===== src/dpi_pkg.sv =====
// Shared types and constants of the display panel interface block.
// Assumes a single core clock; all settings arrive as static ports from software.
package dpi_pkg;

  // Widths of the programmable fields and the write queue depth
  localparam int DPI_CNT_W    = 8;
  localparam int DPI_LINE_W   = 12;
  localparam int DPI_WORD_W   = 16;
  localparam int DPI_PRE_W    = 5;
  localparam int DPI_FIFO_D   = 16;

  // Reset values, idle levels and the preamble length limit
  localparam logic [DPI_WORD_W-1:0] DPI_WORD_RST = 16'h0000;
  localparam logic [DPI_CNT_W-1:0]  DPI_CNT_RST  = 8'h00;
  localparam logic [DPI_LINE_W-1:0] DPI_LINE_RST = 12'h000;
  localparam logic [DPI_PRE_W-1:0]  DPI_PRE_MAX  = 5'h10;
  localparam logic [1:0]            DPI_CS_IDLE  = 2'h3;

  // Serial panel wiring variants
  typedef enum logic [1:0] {
    DPI_MODE_3W     = 2'b00,
    DPI_MODE_4W     = 2'b01,
    DPI_MODE_5W_CLK = 2'b10,
    DPI_MODE_5W_CS  = 2'b11
  } dpi_mode_e;

  // Serial transfer phases
  typedef enum logic [2:0] {
    DPI_ST_IDLE  = 3'b000,
    DPI_ST_SETUP = 3'b001,
    DPI_ST_PRE   = 3'b010,
    DPI_ST_HDR   = 3'b011,
    DPI_ST_DATA  = 3'b100,
    DPI_ST_DONE  = 3'b101
  } dpi_state_e;

  // Pixel-level timing of the synchronous panel
  typedef struct packed {
    logic [DPI_CNT_W-1:0]  pixel_clock_divider;
    logic [DPI_LINE_W-1:0] line_pixel_count;
    logic [DPI_CNT_W-1:0]  hsync_width;
    logic [DPI_LINE_W-1:0] frame_line_count;
    logic [DPI_CNT_W-1:0]  vsync_width;
  } dpi_sync_timing_s;

  // Per-panel serial framing settings
  typedef struct packed {
    dpi_mode_e            mode;
    logic [DPI_PRE_W-1:0] preamble_len;
    logic [DPI_WORD_W-1:0] preamble;
    logic                 rw_enable;
    logic                 rs_first;
    logic [3:0]           word_len_m1;
  } dpi_serial_panel_config_s;

  // Per-panel access timing, in fast clock ticks
  typedef struct packed {
    logic [DPI_CNT_W-1:0] write_cycle_period;
    logic [DPI_CNT_W-1:0] read_cycle_period;
    logic [DPI_CNT_W-1:0] write_strobe_fall_point;
    logic [DPI_CNT_W-1:0] write_strobe_rise_point;
    logic [DPI_CNT_W-1:0] read_strobe_fall_point;
    logic [DPI_CNT_W-1:0] read_strobe_rise_point;
    logic [DPI_CNT_W-1:0] read_sample_point;
  } dpi_panel_access_timing_s;

endpackage


===== src/dpi_fifo.sv =====
// Synchronous FIFO with valid/ready on both sides and registered flags.
// Assumes one clock and a synchronous active-low reset.
`timescale 1ns/10ps
`default_nettype none
module dpi_fifo
  import dpi_pkg::*;
#(
  parameter int WIDTH = DPI_WORD_W,
  parameter int DEPTH = DPI_FIFO_D
) (
  input  wire logic             i_core_clk,
  input  wire logic             i_nrst,
  input  wire logic             i_in_valid,
  input  wire logic [WIDTH-1:0] i_in_data,
  output var  logic             o_in_ready,
  output var  logic             o_out_valid,
  output var  logic [WIDTH-1:0] o_out_data,
  input  wire logic             i_out_ready
);
  localparam int AW = $clog2(DEPTH);

  // Pointers wrap naturally, so the depth must be a power of two
  initial begin
    if (DEPTH < 2 || (1 << AW) != DEPTH) $error("dpi_fifo: DEPTH must be a power of two of at least 2");
  end

  logic [WIDTH-1:0] mem [DEPTH];
  logic [AW-1:0]    wr_ptr;
  logic [AW-1:0]    rd_ptr;
  logic [AW:0]      count;
  logic             push;
  logic             pop;
  logic [AW:0]      next_count;

  assign push       = i_in_valid && o_in_ready;
  assign pop        = o_out_valid && i_out_ready;
  assign next_count = count + (AW+1)'(push) - (AW+1)'(pop);
  assign o_out_data = mem[rd_ptr];

  // Storage has no reset; only pointers, count and flags carry state
  always_ff @(posedge i_core_clk) begin
    if (push) mem[wr_ptr] <= i_in_data;
  end

  // Flags registered from the next count so ready never depends on the drain side combinationally
  always_ff @(posedge i_core_clk) begin
    if (!i_nrst) begin
      wr_ptr      <= '0;
      rd_ptr      <= '0;
      count       <= '0;
      o_in_ready  <= 1'b0;
      o_out_valid <= 1'b0;
    end else begin
      wr_ptr      <= wr_ptr + AW'(push);
      rd_ptr      <= rd_ptr + AW'(pop);
      count       <= next_count;
      o_in_ready  <= next_count != (AW+1)'(DEPTH);
      o_out_valid <= next_count != '0;
    end
  end
endmodule // dpi_fifo
`default_nettype wire


===== src/dpi_display_if.sv =====
// Display panel interface: synchronous pixel timing plus a serial panel link.
// Assumes static settings from software and a panel that keeps its own timing.
`timescale 1ns/10ps
`default_nettype none

module dpi_display_if
  import dpi_pkg::*;
#(
  parameter int FIFO_DEPTH = DPI_FIFO_D
) (
  input  wire logic                     i_core_clk,
  input  wire logic                     i_nrst,
  // Synchronous panel
  input  wire logic                     i_sync_en,
  input  wire dpi_sync_timing_s         i_sync_timing,
  output var  logic                     o_pix_clk,
  output var  logic                     o_hsync_n,
  output var  logic                     o_vsync_n,
  output var  logic                     o_data_en,
  // Serial panel settings, index is the panel
  input  wire dpi_serial_panel_config_s [1:0] i_serial_panel_config,
  input  wire dpi_panel_access_timing_s [1:0] i_panel_access_timing,
  input  wire logic [DPI_CNT_W-1:0]     i_fast_clock_period_setting,
  // Write words
  input  wire logic                     i_wr_valid,
  input  wire logic [DPI_WORD_W-1:0]    i_wr_data,
  output var  logic                     o_wr_ready,
  // Transfer command
  input  wire logic                     i_xfer_start,
  input  wire logic                     i_xfer_panel,
  input  wire logic                     i_xfer_read,
  input  wire logic                     i_xfer_rs,
  input  wire logic                     i_xfer_burst,
  output var  logic                     o_busy,
  output var  logic [DPI_WORD_W-1:0]    o_rd_data,
  output var  logic                     o_rd_valid,
  // Serial pins
  output var  logic                     o_serial_shift_clock,
  output var  logic                     o_serial_out_line,
  output var  logic                     o_serial_out_drive_enable,
  input  wire logic                     i_serial_in_line,
  output var  logic [1:0]               o_panel_chip_select_n,
  output var  logic                     o_register_select_bit
);

  initial begin
    if (FIFO_DEPTH < 2) $error("dpi_display_if: FIFO_DEPTH must be at least 2");
  end

  // ---------------- Synchronous pixel timing ----------------
  logic [DPI_CNT_W-1:0]  pix_div;
  logic [DPI_LINE_W-1:0] pix_cnt;
  logic [DPI_LINE_W-1:0] line_cnt;
  logic                  pix_tick;
  logic                  line_end;
  logic                  frame_end;

  assign pix_tick  = pix_div == i_sync_timing.pixel_clock_divider;
  assign line_end  = pix_tick && pix_cnt == i_sync_timing.line_pixel_count;
  assign frame_end = line_end && line_cnt == i_sync_timing.frame_line_count;

  // Divider, pixel and line counters; disabled timing parks everything at zero
  always_ff @(posedge i_core_clk) begin
    if (!i_nrst || !i_sync_en) begin
      pix_div  <= DPI_CNT_RST;
      pix_cnt  <= DPI_LINE_RST;
      line_cnt <= DPI_LINE_RST;
    end else begin
      pix_div  <= pix_tick ? DPI_CNT_RST : pix_div + 8'h01;
      pix_cnt  <= line_end ? DPI_LINE_RST : pix_cnt + 12'(pix_tick);
      line_cnt <= frame_end ? DPI_LINE_RST : line_cnt + 12'(line_end);
    end
  end

  // Pins follow the counters one cycle late, uniformly, so widths are unaffected
  always_ff @(posedge i_core_clk) begin
    if (!i_nrst || !i_sync_en) begin
      o_pix_clk <= 1'b0;
      o_hsync_n <= 1'b1;
      o_vsync_n <= 1'b1;
      o_data_en <= 1'b0;
    end else begin
      o_pix_clk <= pix_div > (i_sync_timing.pixel_clock_divider >> 1);
      o_hsync_n <= !(pix_cnt <= 12'(i_sync_timing.hsync_width));
      o_vsync_n <= !(line_cnt <= 12'(i_sync_timing.vsync_width));
      o_data_en <= pix_cnt > 12'(i_sync_timing.hsync_width) && line_cnt > 12'(i_sync_timing.vsync_width);
    end
  end

  // ---------------- Serial panel link ----------------
  logic                     fifo_valid;
  logic [DPI_WORD_W-1:0]    fifo_data;
  logic                     fifo_pop;

  // Write words queue here so software can run ahead of a slow panel
  dpi_fifo #(
    .WIDTH (DPI_WORD_W),
    .DEPTH (FIFO_DEPTH)
  ) u_fifo (
    .i_core_clk  (i_core_clk),
    .i_nrst      (i_nrst),
    .i_in_valid  (i_wr_valid),
    .i_in_data   (i_wr_data),
    .o_in_ready  (o_wr_ready),
    .o_out_valid (fifo_valid),
    .o_out_data  (fifo_data),
    .i_out_ready (fifo_pop)
  );

  // Serial input comes from a pin: two flops before use
  logic sd_in_meta;
  logic sd_in;
  always_ff @(posedge i_core_clk) begin
    sd_in_meta <= i_serial_in_line;
    sd_in      <= sd_in_meta;
  end

  dpi_state_e               state;
  dpi_state_e               next_state;
  logic                     panel;
  logic                     rd;
  logic                     rs;
  logic                     burst;
  logic [DPI_CNT_W-1:0]     fast_div;
  logic [DPI_CNT_W-1:0]     bit_cnt;
  logic [DPI_WORD_W-1:0]    tx;
  logic [DPI_WORD_W-1:0]    rx;
  logic [DPI_PRE_W-1:0]     rem;
  dpi_serial_panel_config_s cfg;
  dpi_panel_access_timing_s tim;
  logic                     five_wire;
  logic [1:0]               hdr_n;
  logic [1:0]               hdr_bits;
  logic [DPI_PRE_W-1:0]     pre_n;
  logic                     rd_phase;
  logic [DPI_CNT_W-1:0]     cur_per;
  logic [DPI_CNT_W-1:0]     cur_fall;
  logic [DPI_CNT_W-1:0]     cur_rise;
  logic                     fast_tick;
  logic                     bit_end;
  logic                     shifting;
  logic                     last_bit;
  logic                     start_ok;
  logic [DPI_WORD_W-1:0]    next_rx;
  logic                     next_tx_out;

  // Settings of the selected panel, chosen per transfer
  assign cfg       = i_serial_panel_config[panel];
  assign tim       = i_panel_access_timing[panel];
  assign five_wire = cfg.mode == DPI_MODE_5W_CLK || cfg.mode == DPI_MODE_5W_CS;
  assign pre_n     = cfg.preamble_len > DPI_PRE_MAX ? DPI_PRE_MAX : cfg.preamble_len;

  // Header: direction bit may be dropped; 5-wire carries select on its own line
  assign hdr_n    = 2'(cfg.rw_enable) + 2'(!five_wire);
  assign hdr_bits = (hdr_n == 2'h2) ? (cfg.rs_first ? {rs, rd} : {rd, rs})
                  : {(cfg.rw_enable ? rd : rs), 1'b0};

  // Read data bits use the read timing set, all other bits the write set
  assign rd_phase  = state == DPI_ST_DATA && rd;
  assign cur_per   = rd_phase ? tim.read_cycle_period : tim.write_cycle_period;
  assign cur_fall  = rd_phase ? tim.read_strobe_fall_point : tim.write_strobe_fall_point;
  assign cur_rise  = rd_phase ? tim.read_strobe_rise_point : tim.write_strobe_rise_point;
  assign fast_tick = fast_div == i_fast_clock_period_setting;
  assign bit_end   = fast_tick && bit_cnt == cur_per;
  assign shifting  = state == DPI_ST_PRE || state == DPI_ST_HDR || state == DPI_ST_DATA;
  assign last_bit  = bit_end && (state == DPI_ST_SETUP || rem <= 5'h01);
  assign start_ok  = i_xfer_start && (i_xfer_read || fifo_valid);
  assign next_rx   = (fast_tick && rd_phase && bit_cnt == tim.read_sample_point) ? {rx[14:0], sd_in} : rx;

  // Phase order: preamble, header, data words, then release
  always_comb begin
    next_state = state;
    unique case (state)
      DPI_ST_IDLE:  if (start_ok) next_state = DPI_ST_SETUP;
      DPI_ST_SETUP: if (last_bit) next_state = pre_n != '0 ? DPI_ST_PRE
                                             : (hdr_n != 2'h0 ? DPI_ST_HDR : DPI_ST_DATA);
      DPI_ST_PRE:   if (last_bit) next_state = hdr_n != 2'h0 ? DPI_ST_HDR : DPI_ST_DATA;
      DPI_ST_HDR:   if (last_bit) next_state = DPI_ST_DATA;
      DPI_ST_DATA:  if (last_bit) next_state = (burst && !rd && fifo_valid) ? DPI_ST_DATA : DPI_ST_DONE;
      DPI_ST_DONE:  next_state = DPI_ST_IDLE;
      default:      next_state = DPI_ST_IDLE;
    endcase
  end

  // A write word leaves the queue exactly when its first bit is loaded
  assign fifo_pop    = last_bit && next_state == DPI_ST_DATA && !rd;
  assign next_tx_out = tx[15];

  // Command capture and phase state
  always_ff @(posedge i_core_clk) begin
    if (!i_nrst) begin
      state <= DPI_ST_IDLE;
      panel <= 1'b0;
      rd    <= 1'b0;
      rs    <= 1'b0;
      burst <= 1'b0;
    end else begin
      state <= next_state;
      if (state == DPI_ST_IDLE && start_ok) begin
        panel <= i_xfer_panel;
        rd    <= i_xfer_read;
        rs    <= i_xfer_rs;
        burst <= i_xfer_burst;
      end
    end
  end

  // Fast clock prescaler and position inside the current bit
  always_ff @(posedge i_core_clk) begin
    if (!i_nrst || state == DPI_ST_IDLE) begin
      fast_div <= DPI_CNT_RST;
      bit_cnt  <= DPI_CNT_RST;
    end else begin
      fast_div <= fast_tick ? DPI_CNT_RST : fast_div + 8'h01;
      bit_cnt  <= bit_end ? DPI_CNT_RST : bit_cnt + 8'(fast_tick);
    end
  end

  // Shift register: the bit on the line is always the top of tx
  always_ff @(posedge i_core_clk) begin
    if (!i_nrst) begin
      tx  <= DPI_WORD_RST;
      rem <= '0;
      rx  <= DPI_WORD_RST;
    end else begin
      rx <= next_rx;
      if (last_bit) begin
        rem <= '0;
        tx  <= DPI_WORD_RST;
        unique case (next_state)
          DPI_ST_PRE: begin
            tx  <= cfg.preamble << (5'h10 - pre_n);
            rem <= pre_n;
          end
          DPI_ST_HDR: begin
            tx  <= {hdr_bits, 14'h0000};
            rem <= 5'(hdr_n);
          end
          DPI_ST_DATA: begin
            tx  <= rd ? DPI_WORD_RST : fifo_data << (4'hf - cfg.word_len_m1);
            rem <= 5'(cfg.word_len_m1) + 5'h01;
            rx  <= DPI_WORD_RST;
          end
          default: begin
          end
        endcase
      end else if (bit_end && shifting) begin
        tx  <= tx << 1;
        rem <= rem - 5'h01;
      end
    end
  end

  // Read word hand-off, a one-cycle strobe after the last data bit
  always_ff @(posedge i_core_clk) begin
    if (!i_nrst) begin
      o_rd_data  <= DPI_WORD_RST;
      o_rd_valid <= 1'b0;
    end else begin
      o_rd_valid <= rd_phase && last_bit;
      if (rd_phase && last_bit) o_rd_data <= next_rx;
    end
  end

  // Pin drivers; chip select spans the preamble through the last data bit
  always_ff @(posedge i_core_clk) begin
    if (!i_nrst) begin
      o_busy                    <= 1'b0;
      o_serial_shift_clock      <= 1'b1;
      o_serial_out_line         <= 1'b0;
      o_serial_out_drive_enable <= 1'b0;
      o_panel_chip_select_n     <= DPI_CS_IDLE;
      o_register_select_bit     <= 1'b0;
    end else begin
      o_busy <= next_state != DPI_ST_IDLE;
      // Clock low between fall and rise points of the bit; panel samples on the rise
      o_serial_shift_clock <= !(shifting && bit_cnt >= cur_fall && bit_cnt < cur_rise);
      o_serial_out_line    <= shifting ? next_tx_out : 1'b0;
      // 3-wire turns the shared line round for read data; 4/5-wire never switch
      if (cfg.mode == DPI_MODE_3W) begin
        o_serial_out_drive_enable <= (state != DPI_ST_IDLE && state != DPI_ST_DONE) && !rd_phase;
      end else begin
        o_serial_out_drive_enable <= 1'b1;
      end
      o_panel_chip_select_n <= DPI_CS_IDLE;
      if (shifting) o_panel_chip_select_n[panel] <= 1'b0;
      // Select line: set before chip select for the CS-sampled variant,
      // with the first shifted bit for the clock-sampled variant
      if (state == DPI_ST_IDLE) begin
        o_register_select_bit <= 1'b0;
      end else if (cfg.mode == DPI_MODE_5W_CS && state == DPI_ST_SETUP) begin
        o_register_select_bit <= rs;
      end else if (cfg.mode == DPI_MODE_5W_CLK && shifting) begin
        o_register_select_bit <= rs;
      end
    end
  end

endmodule // dpi_display_if
`default_nettype wire


===== config.mk =====
export PLATFORM = sky130hd
export DESIGN_NAME = dpi_display_if
export DESIGN_NICKNAME = d
export VERILOG_FILES = /design/src/dpi_pkg.sv /design/src/dpi_fifo.sv /design/src/dpi_display_if.sv
export SDC_FILE = /design/constraint.sdc
export NUM_CORES = 1
export LEC_CHECK = 0
export BUFFER_PORTS_ARGS = -buffer_cell sky130_fd_sc_hd__buf_2
export CAP_MARGIN = 15
export CORE_ASPECT_RATIO = 1.25
export CORE_MARGIN = 2
export CORE_UTILIZATION = 30
export DETAILED_ROUTE_END_ITERATION = 10
export SETUP_SLACK_MARGIN = 0.3
export SLEW_MARGIN = 20
export SYNTH_ARGS = -nofsm -noshare
export SYNTH_HDL_FRONTEND = slang
export SYNTH_HIERARCHICAL = 1
export SYNTH_SLANG_ARGS = --single-unit

===== constraint.sdc =====
create_clock -name i_core_clk -period 6.4 [get_ports i_core_clk]
set_clock_uncertainty 0.15 [all_clocks]
set_input_delay 0 -clock i_core_clk [delete_from_list [all_inputs] [get_ports i_core_clk]]
set_output_delay 0 -clock i_core_clk [all_outputs]
set_load 0.01 [all_outputs]

Word level (Yosys, flattened, before mapping):

Memory sizes are Yosys's and may differ from the RTL's. A register that Yosys moved wholly into a read port is not among the register bits.
Index checks and enable logic that the tools add are counted.

* add/sub/neg operators: 14
* multiply operators: 0
* div/mod/pow operators: 0
* $lt $le $gt $ge: 11
* equality and inequality tests: 18
* shift-type cells: 2
* mux-type cells: 38
* bitwise logic cells: 2
* reduce and logical (&&, ||, !) cells: 56

Operators with widths (number)
* $mux 56: 2
* $mux 16: 6
* $mux 29: 2
* $pmux 16 s3: 1
* $eq 8x8->1: 4
* $logic_and 1x1->1: 25
* $add 12x1->12: 2
* $eq 12x12->1: 2
* $gt 12x8->1: 2
* $le 12x8->1: 2
* $mux 8: 3
* $mux 3: 7
* $add 8x1->8 const B: 2
* $shl 16x4->16: 1
* $shl 16x5->16: 1
* $mux 5: 3
* $pmux 3 s5: 1
* $pmux 5 s3: 1
* $eq 3x2->1 const B: 4
* $reduce_or 2->1: 6
* $reduce_bool 5->1: 2
* $add 4x1->4: 2
* $add 8x1->8: 1
* $ge 8x8->1: 1
* 31 further kinds: 58

* flip-flop bits (word level): 137
* latch bits: 0
* bits in writable memories: 256
* memory bits (read-only): 0
* bits of input ports: 252
* output and inout port bits: 29
* logic and storage cells: 174
* memories: 1

Memories
* u_fifo.mem: depth 16, width 16, rd ports 1, clocked after memory_dff 1, wr ports 1, line dpi_fifo.sv:27 `logic [WIDTH-1:0] mem [DEPTH];`

Logic depth before layout (Yosys ltp):

Gate-level depths: netlist of the first run.

* depth in word-level cells: 17
* gate-level depth with buffers: 25
* mapped depth without buffers: 21

Hierarchy:

Netlist of the first run, hierarchy kept.

Modules (own cells, without submodules)
* dpi_fifo: instances 1, cells each 485, area each 10351.2 µm², sequential area each 7987.7 µm²
* dpi_display_if: instances 1, cells each 1133, area each 9479.1 µm², sequential area each 2442.3 µm²

Least setup slack after synthesis of the first run:

OpenSTA, ideal clock, no wires.

* kind: register -> register
* from: register panel
* to: register u_fifo.o_out_valid
* setup time: 125 ps
* arrival: 4973 ps
* data required time: 6125 ps
* path slack: 1152 ps
* stages on the path, launching flop included: 26
* path buffers: 9
* period minus slack after synthesis: 5248 ps
* path through: dfxtp_1 -> buf_6 -> buf_6 -> buf_6 -> buf_6 -> buf_2 -> buf_2 -> buf_2 -> buf_2 -> mux2i_1 -> inv_1 -> ha_1 -> clkbuf_1 -> o211ai_1 -> a21oi_1 -> a21oi_1 -> nor3_1 -> nand2_1 -> nand2_1 -> nand2_1 -> ha_1 -> fa_1 -> a21o_1 -> a21oi_1 -> xnor2_1 -> o41a_1

* word-level cells in the longest chain between the ends: 17
* elaborated cells on any way between the ends: 30
* those cells by class: add/sub: 2; order compare: 1; eq/ne: 4; mux: 13; reduce/logical: 10

Ends and longest elaborated chain
* from (decl): line dpi_display_if.sv:120 `logic panel;`
* from (signal assigned): line dpi_display_if.sv:200 `panel <= i_xfer_panel;`
* parallel branches: the longest is 12 deep, another holds $gt 5x5->1
* $logic_and 1x1->1 (*) (2 in series): line dpi_display_if.sv:186 `assign fifo_pop = last_bit && next_state == DPI_ST_DATA && !rd;`
* named net fifo_pop: line dpi_display_if.sv:93 `logic fifo_pop;`
* $logic_and 1x1->1 (*): line dpi_fifo.sv:36 `assign pop = o_out_valid && i_out_ready;`
* $sub 5x1->5 (*): line dpi_fifo.sv:37 `assign next_count = count + (AW+1)'(push) - (AW+1)'(pop);`
* $reduce_bool 5->1 (*): line dpi_fifo.sv:58 `o_out_valid <= next_count != '0;`
* to (signal assigned): line dpi_fifo.sv:52 `o_out_valid <= 1'b0;`
* to (signal assigned): line dpi_fifo.sv:58
* to (decl): line dpi_fifo.sv:16 `output var logic o_out_valid,`

Mark *: on every way through the listed nets, which the timed path passes. The select of a mux whose other input is x is not followed.
A chain may end at the register's enable or synchronous reset.

Worst setup path in the final report of the first run:

Same ends and word-level chain as after synthesis.

==> results.py, run 1 <==
metrics = {
    "power": {
        "p_total_w": 0.00617,
        "power.density_nw_per_um2": 256,
        "p_sw_share_pct": 25.5,
        "p_switching_w": 0.00157,
        "power_frac_seq_pct": 45.4,
        "irDropWorstVdd_mv": 0.172,
        "clockPowerShare_pct": 40.5,
        "p_int_w": 0.00460,
        "p_leak_nw": 9.12,
        "combPwrFrac_pct": 14.0,
    },
    "critical_path": {
        "rr_worst_depth": 22,
        "cp-start-kind": "flip-flop",
        "cpPeakStageDelay_ns": 0.68,
        "crit_arrival_ns": 5.93,
        "cp_max_fo": 45,
        "worstPathRequired_ns": 6.72,
        "setup.worst_path.end_class": "flip-flop",
        "slowest_stage": "dfxtp_4",
        "cpMostUsedCell": "nand2_1",
        "crit_type": "reg -> reg",
        "crit_chain": "mux2_2 > o21a_1 > nor2_2 > inv_2 > ha_1 > nand2_1 > nor2_1 > ha_1 > nand3_1 > a21oi_1 > a21oi_1 > nor3_1 > buf_4 > nand2_1 > nand2_1 > nand2_1 > ha_1 > fa_1 > a21o_1 > a21oi_1 > xnor2_1 > o41a_1",
        "reg2reg_setup_slack_ns": 0.79,
    },
    "placed_design": {
        "place_hpwl_um": 39800,
        "routabilityCongestion": 0.869,
        "port_buffers": 280,
    },
    "synthesis": {
        "yosys_register_bits": 393,
        "synthTopCellsByArea": "edfxtp_1 (39%), dfxtp_1 (14%), mux4_2 (10%)",
        "syn-num-nets": 1931,
        "yosysSeqAreaShare_pct": 52.6,
        "synth_top_area_share_pct": 38.8,
        "synthArstFlopShare_pct": 0,
        "netlist_area_um2": 19800,
        "ys_types": 81,
        "netlist_instances": 1618,
        "synth_top_cell_by_area": "edfxtp_1",
        "synth-edff-count": 256,
        "synth_area_per_cell_um2": 12.3,
        "yosys_warnings": 6,
        "ys.flop_type": "edfxtp_1",
    },
    "cts": {
        "cts_made_buffers": 43,
        "clk_latency_ns": 0.58,
        "h-tree-depth": 2,
        "cts_root_buf": "clkbuf_16",
        "clkTransAtPathRegs_ns": 0.06,
        "clockBufferDepth": 3,
        "cts.sinks": 393,
        "cts_tree": "built",
    },
    "final_layout": {
        "syn2layout_area_growth_pct": 21.4,
        "layout-drive-gt1-share_pct": 26.1,
        "nNetsFinal": 2254,
    },
    "floorplanning": {
        "die_area_um2": 68200,
        "die_x_um": 234,
        "start_util_pct": 30.2,
        "ios": 281,
        "die-height_um": 291,
        "num_rows": 105,
        "core-area_um2": 65600,
    },
    "route": {
        "vias_per_cell": 5.06,
        "num_vias": 14314,
        "postRouteAntennaNets": 0,
        "drt_pass1_iterations": 5,
        "drt_iter0_drc": 804,
        "totalWireLength_um": 56000,
        "drc": 0,
        "wire_per_inst_um": 19.8,
    },
    "sta": {
        "worst_pin_slew_ns": 1.05,
        "final.setup.tns_ns": 0,
        "period_share_pct": 87.6,
        "rsz0062_at_grt": "false",
        "fin_crit_ns": 5.61,
        "maxSlewViolCount": 0,
        "fmax_ghz": 0.178,
        "setup_viol": 0,
        "finalHoldViolCount": 0,
        "slew_headroom_pct": 28.4,
    },
    "global_route": {
        "grt_max_degree": 64,
        "grt_pass1_vias": 14868,
        "grt_pass1_wl_um": 84100,
        "antenna_found_initial": 2,
        "gr-total-overflow": 0,
        "grt_usage_pct": 16.0,
    },
    "hold_path": {
        "hold_path.class": "in -> reg",
        "min_path_cells": 7,
    },
    "run_status": {
        "status": "finished clean",
    },
    "job": {
        "cap_violations": 0,
    },
}
[cells by family (layout without fill, tap and decap cells)]
family                   Yosys count  in the layout  share of synthesized area (%)
AO/OA/AOI/OAI                    247            247                           8.59
flip-flops                       393            393                           52.6
AND/OR/NAND/NOR                  468            468                           11.4
adder cells (fa/ha/maj)           61             61                           3.89
buffers and inverters            151            507                           3.45
multiplexers                     190            190                           15.2
other                              0              1                              0
XOR/XNOR                         108            108                           4.81
[sequential cells by signal, indices dropped and copies added (netlist names), 2 cells and up]
name / cells
state: 3
pix_div: 8
tx: 16
pix_cnt: 12
o_panel_chip_select_n: 2
fast_div: 8
rem: 5
u_fifo/rd_ptr: 4
u_fifo/wr_ptr: 4
u_fifo/count: 5
rx: 16
u_fifo/mem: 256
line_cnt: 12
bit_cnt: 8
o_rd_data: 16
[cell type report]
cell class	count	area, um^2
Multi-Input combinational cell	1074	8770
Timing Repair Buffer	359	2100
Inverter	70	263
Clock buffer	59	1190
Tap cell	856	1070
Sequential cell	393	10400
Clock inverter	19	234
Fill cell	6371	41500
Antenna cell	1	2.50
[routing by layer]
layer | up-vias | wire, um | track usage, %
li1 | 6689 | - | -
met1 | 7094 | 21900 | 18.1
met2 | 437 | 28400 | 29.4
met3 | 92 | 3370 | 2.71
met4 | 2 | 2280 | 6.87
met5 | - | 16 | 0
[synthesized netlist by cell type (19+ instances only)]
cell      instances
a21oi_1          43
xor2_1           55
and3_1           21
mux4_2           88
inv_1            66
nor2_1          140
ha_1             60
edfxtp_1        256
a22oi_1          37
xnor2_1          52
clkbuf_1         45
nor2b_1          20
nor3_1           19
mux2i_1          91
nand3_1          52
nand2_1         126
dfxtp_1         137
o21ai_0          50
[worst max-delay path: cells and delay by family (launching register included)]
| family | cells | cell delay (ns) |
|---|---|---|
| AOI/OAI and AO/OA | 6 | 1.57 |
| adders and majority gates | 4 | 1.18 |
| and+or+nand+nor | 8 | 0.93 |
| DFF | 1 | 0.68 |
| buffers and inverters | 2 | 0.42 |
| muxes | 1 | 0.41 |
| xor gates and xnor gates | 1 | 0.13 |
[metrics by stage]
stage / util (%) / setup slack (ns) / std cells / hold WS (ns) / area, um^2
after global placement: 33.9 / 1.00 / 2709 / -0.0456 / 22200
after global routing: 36.7 / 0.430 / 2831 / 0.0582 / 24100
after floorplan: - / 1.15 / 1618 / -0.122 / 19800
after CTS: 36.7 / 0.909 / 2830 / 0.00623 / 24100
after detailed placement: 33.9 / 0.925 / 2709 / -0.0433 / 22200
final: 36.7 / 0.791 / 2831 / 0.0177 / 24100
[power groups by stage]
stage	clock network [W]	registers [W]	logic, W
3_5_place_dp	0	0.00286	0.000837
6_report	0.00250	0.00280	0.000867
2_1_floorplan	0	0.00283	0.000551
3_3_place_gp	0	0.00286	0.000822
4_1_cts	0.00258	0.00280	0.000869
5_1_grt	0.00267	0.00281	0.000957
[cells in the final DEF, fill, tap and decap left out, types with 17 or more instances in the layout]
cell / instances
clkbuf_16: 44
ha_1: 60
nand3_1: 52
nor2_1: 139
dlygate4sd3_1: 43
xor2_1: 54
dfxtp_1: 134
buf_2: 280
o21ai_0: 49
nand2_1: 126
a22oi_1: 37
and2_1: 17
nor2b_1: 19
o211a_1: 17
inv_1: 66
and3_1: 21
mux4_2: 88
a21oi_1: 43
mux2i_1: 88
buf_4: 36
edfxtp_1: 256
xnor2_1: 52
[timing repair]
item                                   4_1_cts  5_1_grt
endpoints found under the hold margin      280        0
hold buffers                                43        0
setup buffers                                0        0
gates resized for setup                      0        0
setup endpoints to repair                    0        0
[path summary, 6_finish.rpt]
kind | from | end
setup reg to reg | panel | u_fifo/o_out_valid
hold reg to reg | sd_in_meta | sd_in
hold / removal | i_sync_timing[5] | o_data_en
setup / recovery | panel | u_fifo/o_out_valid
(Power assumes the default switching activity.)
==> run 2, diff against run 1 <==
--- a/config.mk
+++ b/config.mk
@@ -6,10 +6,10 @@
 export NUM_CORES = 1
 export LEC_CHECK = 0
 export BUFFER_PORTS_ARGS = -buffer_cell sky130_fd_sc_hd__buf_2
-export CAP_MARGIN = 15
+export CAP_MARGIN = 20
 export CORE_ASPECT_RATIO = 1.25
 export CORE_MARGIN = 2
-export CORE_UTILIZATION = 30
+export CORE_UTILIZATION = 40
 export DETAILED_ROUTE_END_ITERATION = 10
 export SETUP_SLACK_MARGIN = 0.3
 export SLEW_MARGIN = 20
==> results.py, run 2 (synthesized netlist as in run 1, its figures left out) <==
metrics = {
    "route": {
        "wire_per_inst_um": 19.6,
        "totalWireLength_um": 51200,
        "drc": 0,
        "num_vias": 13993,
        "vias_per_cell": 5.34,
        "drt_pass1_iterations": 5,
        "postRouteAntennaNets": 0,
        "drt_iter0_drc": 832,
    },
    "final_layout": {
        "largest_reg_flops": 256,
        "finalCoreUtilization_pct": 48.3,
        "final_common_cell": "buf_2",
        "final_cell_mix": "buf_2 (280), edfxtp_1 (256), nor2_1 (137)",
        "syn2layout_area_growth_pct": 19.7,
        "fillers": 4443,
        "layout-drive-gt1-share_pct": 26.1,
        "top_register": "u_fifo/mem",
        "nNetsFinal": 2249,
    },
    "critical_path": {
        "crit_type": "reg -> reg",
        "cp_max_fo": 26,
        "rr_worst_depth": 21,
        "crit_arrival_ns": 5.67,
        "cp-start-kind": "flip-flop",
        "setup.worst_path.end_class": "flip-flop",
        "cpPeakStageDelay_ns": 0.57,
        "worstPathRequired_ns": 6.70,
        "reg2reg_from": "panel",
        "crit_chain": "or4b_1 > o21a_1 > nor2_2 > inv_2 > ha_1 > nand2_1 > nor2_1 > ha_1 > nand3_1 > a21oi_1 > a21oi_1 > nor3_1 > buf_4 > nand3_1 > nand2_1 > ha_1 > fa_1 > a21o_1 > a21oi_1 > xnor2_1 > o41a_1",
        "startpoint": "panel",
        "reg2reg_setup_slack_ns": 1.03,
        "slowest_stage": "dfxtp_4",
    },
    "sta": {
        "final.setup.tns_ns": 0,
        "fmax_ghz": 0.186,
        "fin_crit_ns": 5.37,
        "slew_headroom_pct": 28.3,
        "finalWorstSetupSlack_ns": 1.03,
        "rsz0062_at_grt": "false",
        "finalHoldViolCount": 0,
        "whs_ns": 0.0258,
        "worst_pin_slew_ns": 1.07,
        "setup_viol": 0,
        "maxSlewViolCount": 0,
        "period_share_pct": 83.9,
    },
    "cts": {
        "hold_buffers": 42,
        "h-tree-depth": 2,
        "post_cts_resized": 0,
        "clkTransAtPathRegs_ns": 0.06,
        "cts_root_buf": "clkbuf_16",
        "clk_latency_ns": 0.58,
        "postCtsSetupBuffers": 0,
        "cts_made_buffers": 41,
        "clockBufferDepth": 3,
        "cts_tree": "built",
        "cts.sinks": 393,
    },
    "floorplanning": {
        "num_rows": 91,
        "start_util_pct": 40.3,
        "ios": 281,
        "core-area_um2": 49200,
        "die_area_um2": 51400,
        "die-height_um": 253,
        "die_x_um": 203,
    },
    "power": {
        "p_int_w": 0.00455,
        "power_frac_seq_pct": 46.1,
        "combPwrFrac_pct": 13.9,
        "irDropWorstVdd_mv": 0.226,
        "p_leak_nw": 9.08,
        "p_sw_share_pct": 25.1,
        "clockPowerShare_pct": 40.1,
        "p_total_w": 0.00607,
        "p_switching_w": 0.00153,
        "power.density_nw_per_um2": 256,
    },
    "global_route": {
        "grt_usage_pct": 19.8,
        "grt_max_degree": 64,
        "antenna_found_initial": 4,
        "gr-total-overflow": 0,
        "grt_pass1_vias": 14398,
        "grt_pass1_wl_um": 79400,
    },
    "placed_design": {
        "routabilityCongestion": 0.849,
        "port_buffers": 280,
        "place_hpwl_um": 36100,
        "dp_slack_ns": 1.08,
    },
    "hold_path": {
        "hp-start": "i_fast_clock_period_setting[6]",
        "min_path_cells": 7,
        "hold_path.class": "in -> reg",
    },
    "run_status": {
        "status": "finished clean",
    },
    "job": {
        "cap_violations": 0,
    },
}
[run 2: cell count changes in the layout (fill, tap and decap cells not counted), sizes merged]
cell and change:
bufinv +1, inv +4, clkbuf -8, buf -2, dlygate4sd3 -1
[run 2: area by class of cell]
| class | count | area (um^2) | area share [%] |
|---|---|---|---|
| diodes | 1 | 2.50 | 0.0105 |
| clock inverters | 24 | 283 | 1.19 |
| repair buffers | 356 | 2080 | 8.75 |
| clock buffers | 51 | 1080 | 4.56 |
| flip-flops and latches | 393 | 10400 | 44.0 |
| well taps | 651 | 815 | 3.43 |
| multi-input cells | 1074 | 8780 | 37.0 |
| inverters | 70 | 263 | 1.11 |
[run 2: routing by layer]
metal	GRT usage (%)	share of wire, %	vias up
li1	-	-	6696
met1	23.9	41	6853
met2	35.4	51	359
met3	3.51	5.4	79
met4	6.74	2.5	6
met5	0	0.066	-
[run 2: worst paths after layout]
kind | to
worst max-delay path | u_fifo/o_out_valid
worst min register to register | sd_in
worst min-delay path | bit_cnt[0]
worst max register to register | u_fifo/o_out_valid
[run 2: power by group through the flow]
| stage | Combinational [W] | Clock, W | Sequential [W] |
|---|---|---|---|
| detailed placement | 0.000814 | 0 | 0.00285 |
| CTS | 0.000846 | 0.00251 | 0.00280 |
| global placement | 0.000801 | 0 | 0.00285 |
| finish | 0.000842 | 0.00243 | 0.00280 |
| floorplan | 0.000551 | 0 | 0.00283 |
| global route | 0.000927 | 0.00260 | 0.00281 |
[run 2: stage by stage]
step	instance area [um^2]	cells
3_5_place_dp	21900	2502
6_report	23700	2620
3_3_place_gp	21900	2502
4_1_cts	23700	2619
5_1_grt	23700	2620
2_1_floorplan	19800	1618
[run 2: critical path: cells and delay by family, from the launching register on]
family          cells  cell delay [ns]
flops               1             0.57
buf+inv             2             0.32
compound gates      6             1.61
xor+xnor            1             0.14
fa+ha+maj           4             1.19
simple gates        8             1.25
==> run 3, diff against run 2 <==
==> constraint.sdc (replaced) <==
create_clock -name i_core_clk -period 5.27 [get_ports i_core_clk]
set_clock_uncertainty 0.15 [all_clocks]
set_input_delay 0 -clock i_core_clk [delete_from_list [all_inputs] [get_ports i_core_clk]]
set_output_delay 0 -clock i_core_clk [all_outputs]
set_load 0.01 [all_outputs]
==> results.py, run 3 (synthesized netlist as in run 1, its figures left out) <==
metrics = {
    "run_status": {
        "status": "finished clean",
    },
    "placed_design": {
        "dp_slack_ns": 0.443,
        "port_buffers": 280,
        "routabilityCongestion": 0.858,
        "place_hpwl_um": 35200,
        "dp.cells": 2516,
    },
    "cts": {
        "cts_tree": "built",
        "cts.sinks": 393,
        "cts_made_buffers": 41,
        "cts_root_buf": "clkbuf_16",
        "clkTransAtPathRegs_ns": 0.06,
        "clockBufferDepth": 3,
        "clk_latency_ns": 0.55,
        "h-tree-depth": 2,
    },
    "critical_path": {
        "slowest_stage": "or4b_1",
        "rr_endpoint": "u_fifo/o_out_valid",
        "cpMostUsedCell": "nand2_1",
        "cpPeakStageDelay_ns": 0.46,
        "setup.worst_path.end_class": "flip-flop",
        "reg2reg_from": "panel",
        "rr_worst_depth": 21,
        "worstPathRequired_ns": 5.55,
        "cp-start-kind": "flip-flop",
        "crit_arrival_ns": 4.90,
        "crit_chain": "or4b_1 > o21a_1 > nor2_2 > inv_2 > ha_1 > nand2_1 > nor2_1 > ha_2 > a21oi_2 > o32a_1 > nand2_1 > nor3_4 > nand2_2 > nand2_1 > nand2_1 > ha_1 > fa_1 > a21o_1 > a21oi_1 > xnor2_1 > o41a_1",
        "crit_type": "reg -> reg",
        "reg2reg_setup_slack_ns": 0.65,
        "cp_max_fo": 6,
    },
    "power": {
        "power.density_nw_per_um2": 312,
        "p_total_w": 0.00747,
        "irDropWorstVdd_mv": 0.203,
        "p_leak_nw": 9.20,
    },
    "global_route": {
        "gr-total-overflow": 0,
        "grt_pass1_vias": 14224,
        "antenna_found_initial": 3,
        "grt_usage_pct": 19.5,
        "grt_pass1_wl_um": 78400,
        "grt_max_degree": 45,
    },
    "hold_path": {
        "holdPathEnd": "o_data_en",
        "hold_path.class": "in -> reg",
        "min_path_cells": 7,
        "hp-start": "i_sync_timing[27]",
    },
    "sta": {
        "setup_viol": 0,
        "fin_crit_ns": 4.62,
        "final.setup.tns_ns": 0,
        "slew_headroom_pct": 29.3,
        "period_share_pct": 87.7,
        "fmax_ghz": 0.216,
        "rsz0062_at_grt": "false",
        "finalHoldViolCount": 0,
        "finalWorstSetupSlack_ns": 0.647,
        "maxSlewViolCount": 0,
        "worst_pin_slew_ns": 1.06,
    },
    "route": {
        "totalWireLength_um": 51300,
        "drt_pass1_iterations": 5,
        "postRouteAntennaNets": 0,
        "num_vias": 14063,
        "vias_per_cell": 5.34,
        "drc": 0,
        "wire_per_inst_um": 19.5,
        "drt_iter0_drc": 843,
    },
    "final_layout": {
        "top_register": "u_fifo/mem",
        "syn2layout_area_growth_pct": 20.8,
        "finalCoreUtilization_pct": 48.7,
        "largest_reg_flops": 256,
        "final_cell_mix": "buf_2 (280), edfxtp_1 (256), nor2_1 (139)",
        "fillers": 4445,
        "stdcell_count": 2632,
        "layout-drive-gt1-share_pct": 27.2,
        "nNetsFinal": 2262,
        "final_common_cell": "buf_2",
    },
    "job": {
        "cap_violations": 0,
    },
    "floorplanning": {
        "die_area_um2": 51400,
        "core-area_um2": 49200,
        "start_util_pct": 40.3,
        "die-height_um": 253,
        "die_x_um": 203,
        "ios": 281,
        "num_rows": 91,
    },
}
==> run 3: changes by cell type in the layout (fill, tap and decap cells not counted), moves of 2 or more <==
cell / before / now
inv_6: 4 / 2
a21oi_2: 0 / 2
buf_12: 0 / 2
buf_4: 34 / 48
clkbuf_1: 8 / 6
nor2_2: 4 / 2
clkinv_2: 4 / 7
a21oi_1: 43 / 40
dlygate4sd3_1: 42 / 38
nor2_1: 137 / 139
clkbuf_16: 41 / 44
==> run 3: timing repair <==
| item | CTS | global route |
|---|---|---|
| buffers inserted | 0 | 3 |
| endpoints found under the hold margin | 294 | 0 |
| endpoints found under the setup margin | 0 | 3 |
| hold buffers | 38 | 0 |
| gates resized for setup | 0 | 10 |
==> run 3: layer usage <==
layer	vias to the layer above	GRT usage (%)	share of wire [%]
li1	6702	-	-
met1	6840	24.2	41
met2	429	35.2	51
met3	88	2.82	5.6
met4	4	6.09	2.8
met5	-	0	0.047
==> run 3: power by group <==
| part | switching (W) | total (W) | internal, W |
|---|---|---|---|
| Combinational | 0.000593 | 0.00106 | 0.000462 |
| Sequential | 0.0000353 | 0.00338 | 0.00335 |
| Clock | 0.00118 | 0.00303 | 0.00184 |
| Total | 0.00181 | 0.00747 | 0.00565 |
==> run 3: area by class of cell <==
cell class	instances	area [um^2]	share of cell area [%]
diodes	1	2.50	0.0104
clock buffers	52	1150	4.81
clock inverters	22	267	1.11
inverters	70	263	1.10
multi-input cells	1074	8820	36.8
flip-flops and latches	393	10400	43.6
well taps	651	815	3.40
repair buffers	369	2190	9.16
==> run 3: stage by stage <==
| step | area [um^2] | hold WS [ns] |
|---|---|---|
| after floorplan | 19900 | -0.122 |
| after global routing | 23900 | 0.0721 |
| after detailed placement | 22100 | -0.0431 |
| after CTS | 23900 | 0.0100 |
| final | 23900 | 0.0354 |
| after global placement | 22100 | -0.0441 |
==> run 3: worst max path at each step <==
stage	start	end	slack (ns)	depth (start not counted)
2_1_floorplan	panel	u_fifo/o_out_valid	0.30	24
3_3_place_gp	state[0]	u_fifo/o_out_valid	0.56	16
3_5_place_dp	state[0]	u_fifo/o_out_valid	0.44	16
4_1_cts	state[0]	u_fifo/o_out_valid	0.41	16
5_1_grt	panel	u_fifo/o_out_valid	0.33	16
6_report	panel	u_fifo/o_out_valid	0.65	21
==> run 3: worst max-delay path, delay by kind of cell, from the launching register on <==
kind	cells	cell delay [ns]
simple gates	9	1.40
flops	1	0.37
fa+ha+maj	4	1.12
xor+xnor	1	0.12
buf+inv	1	0.05
compound gates	6	1.30
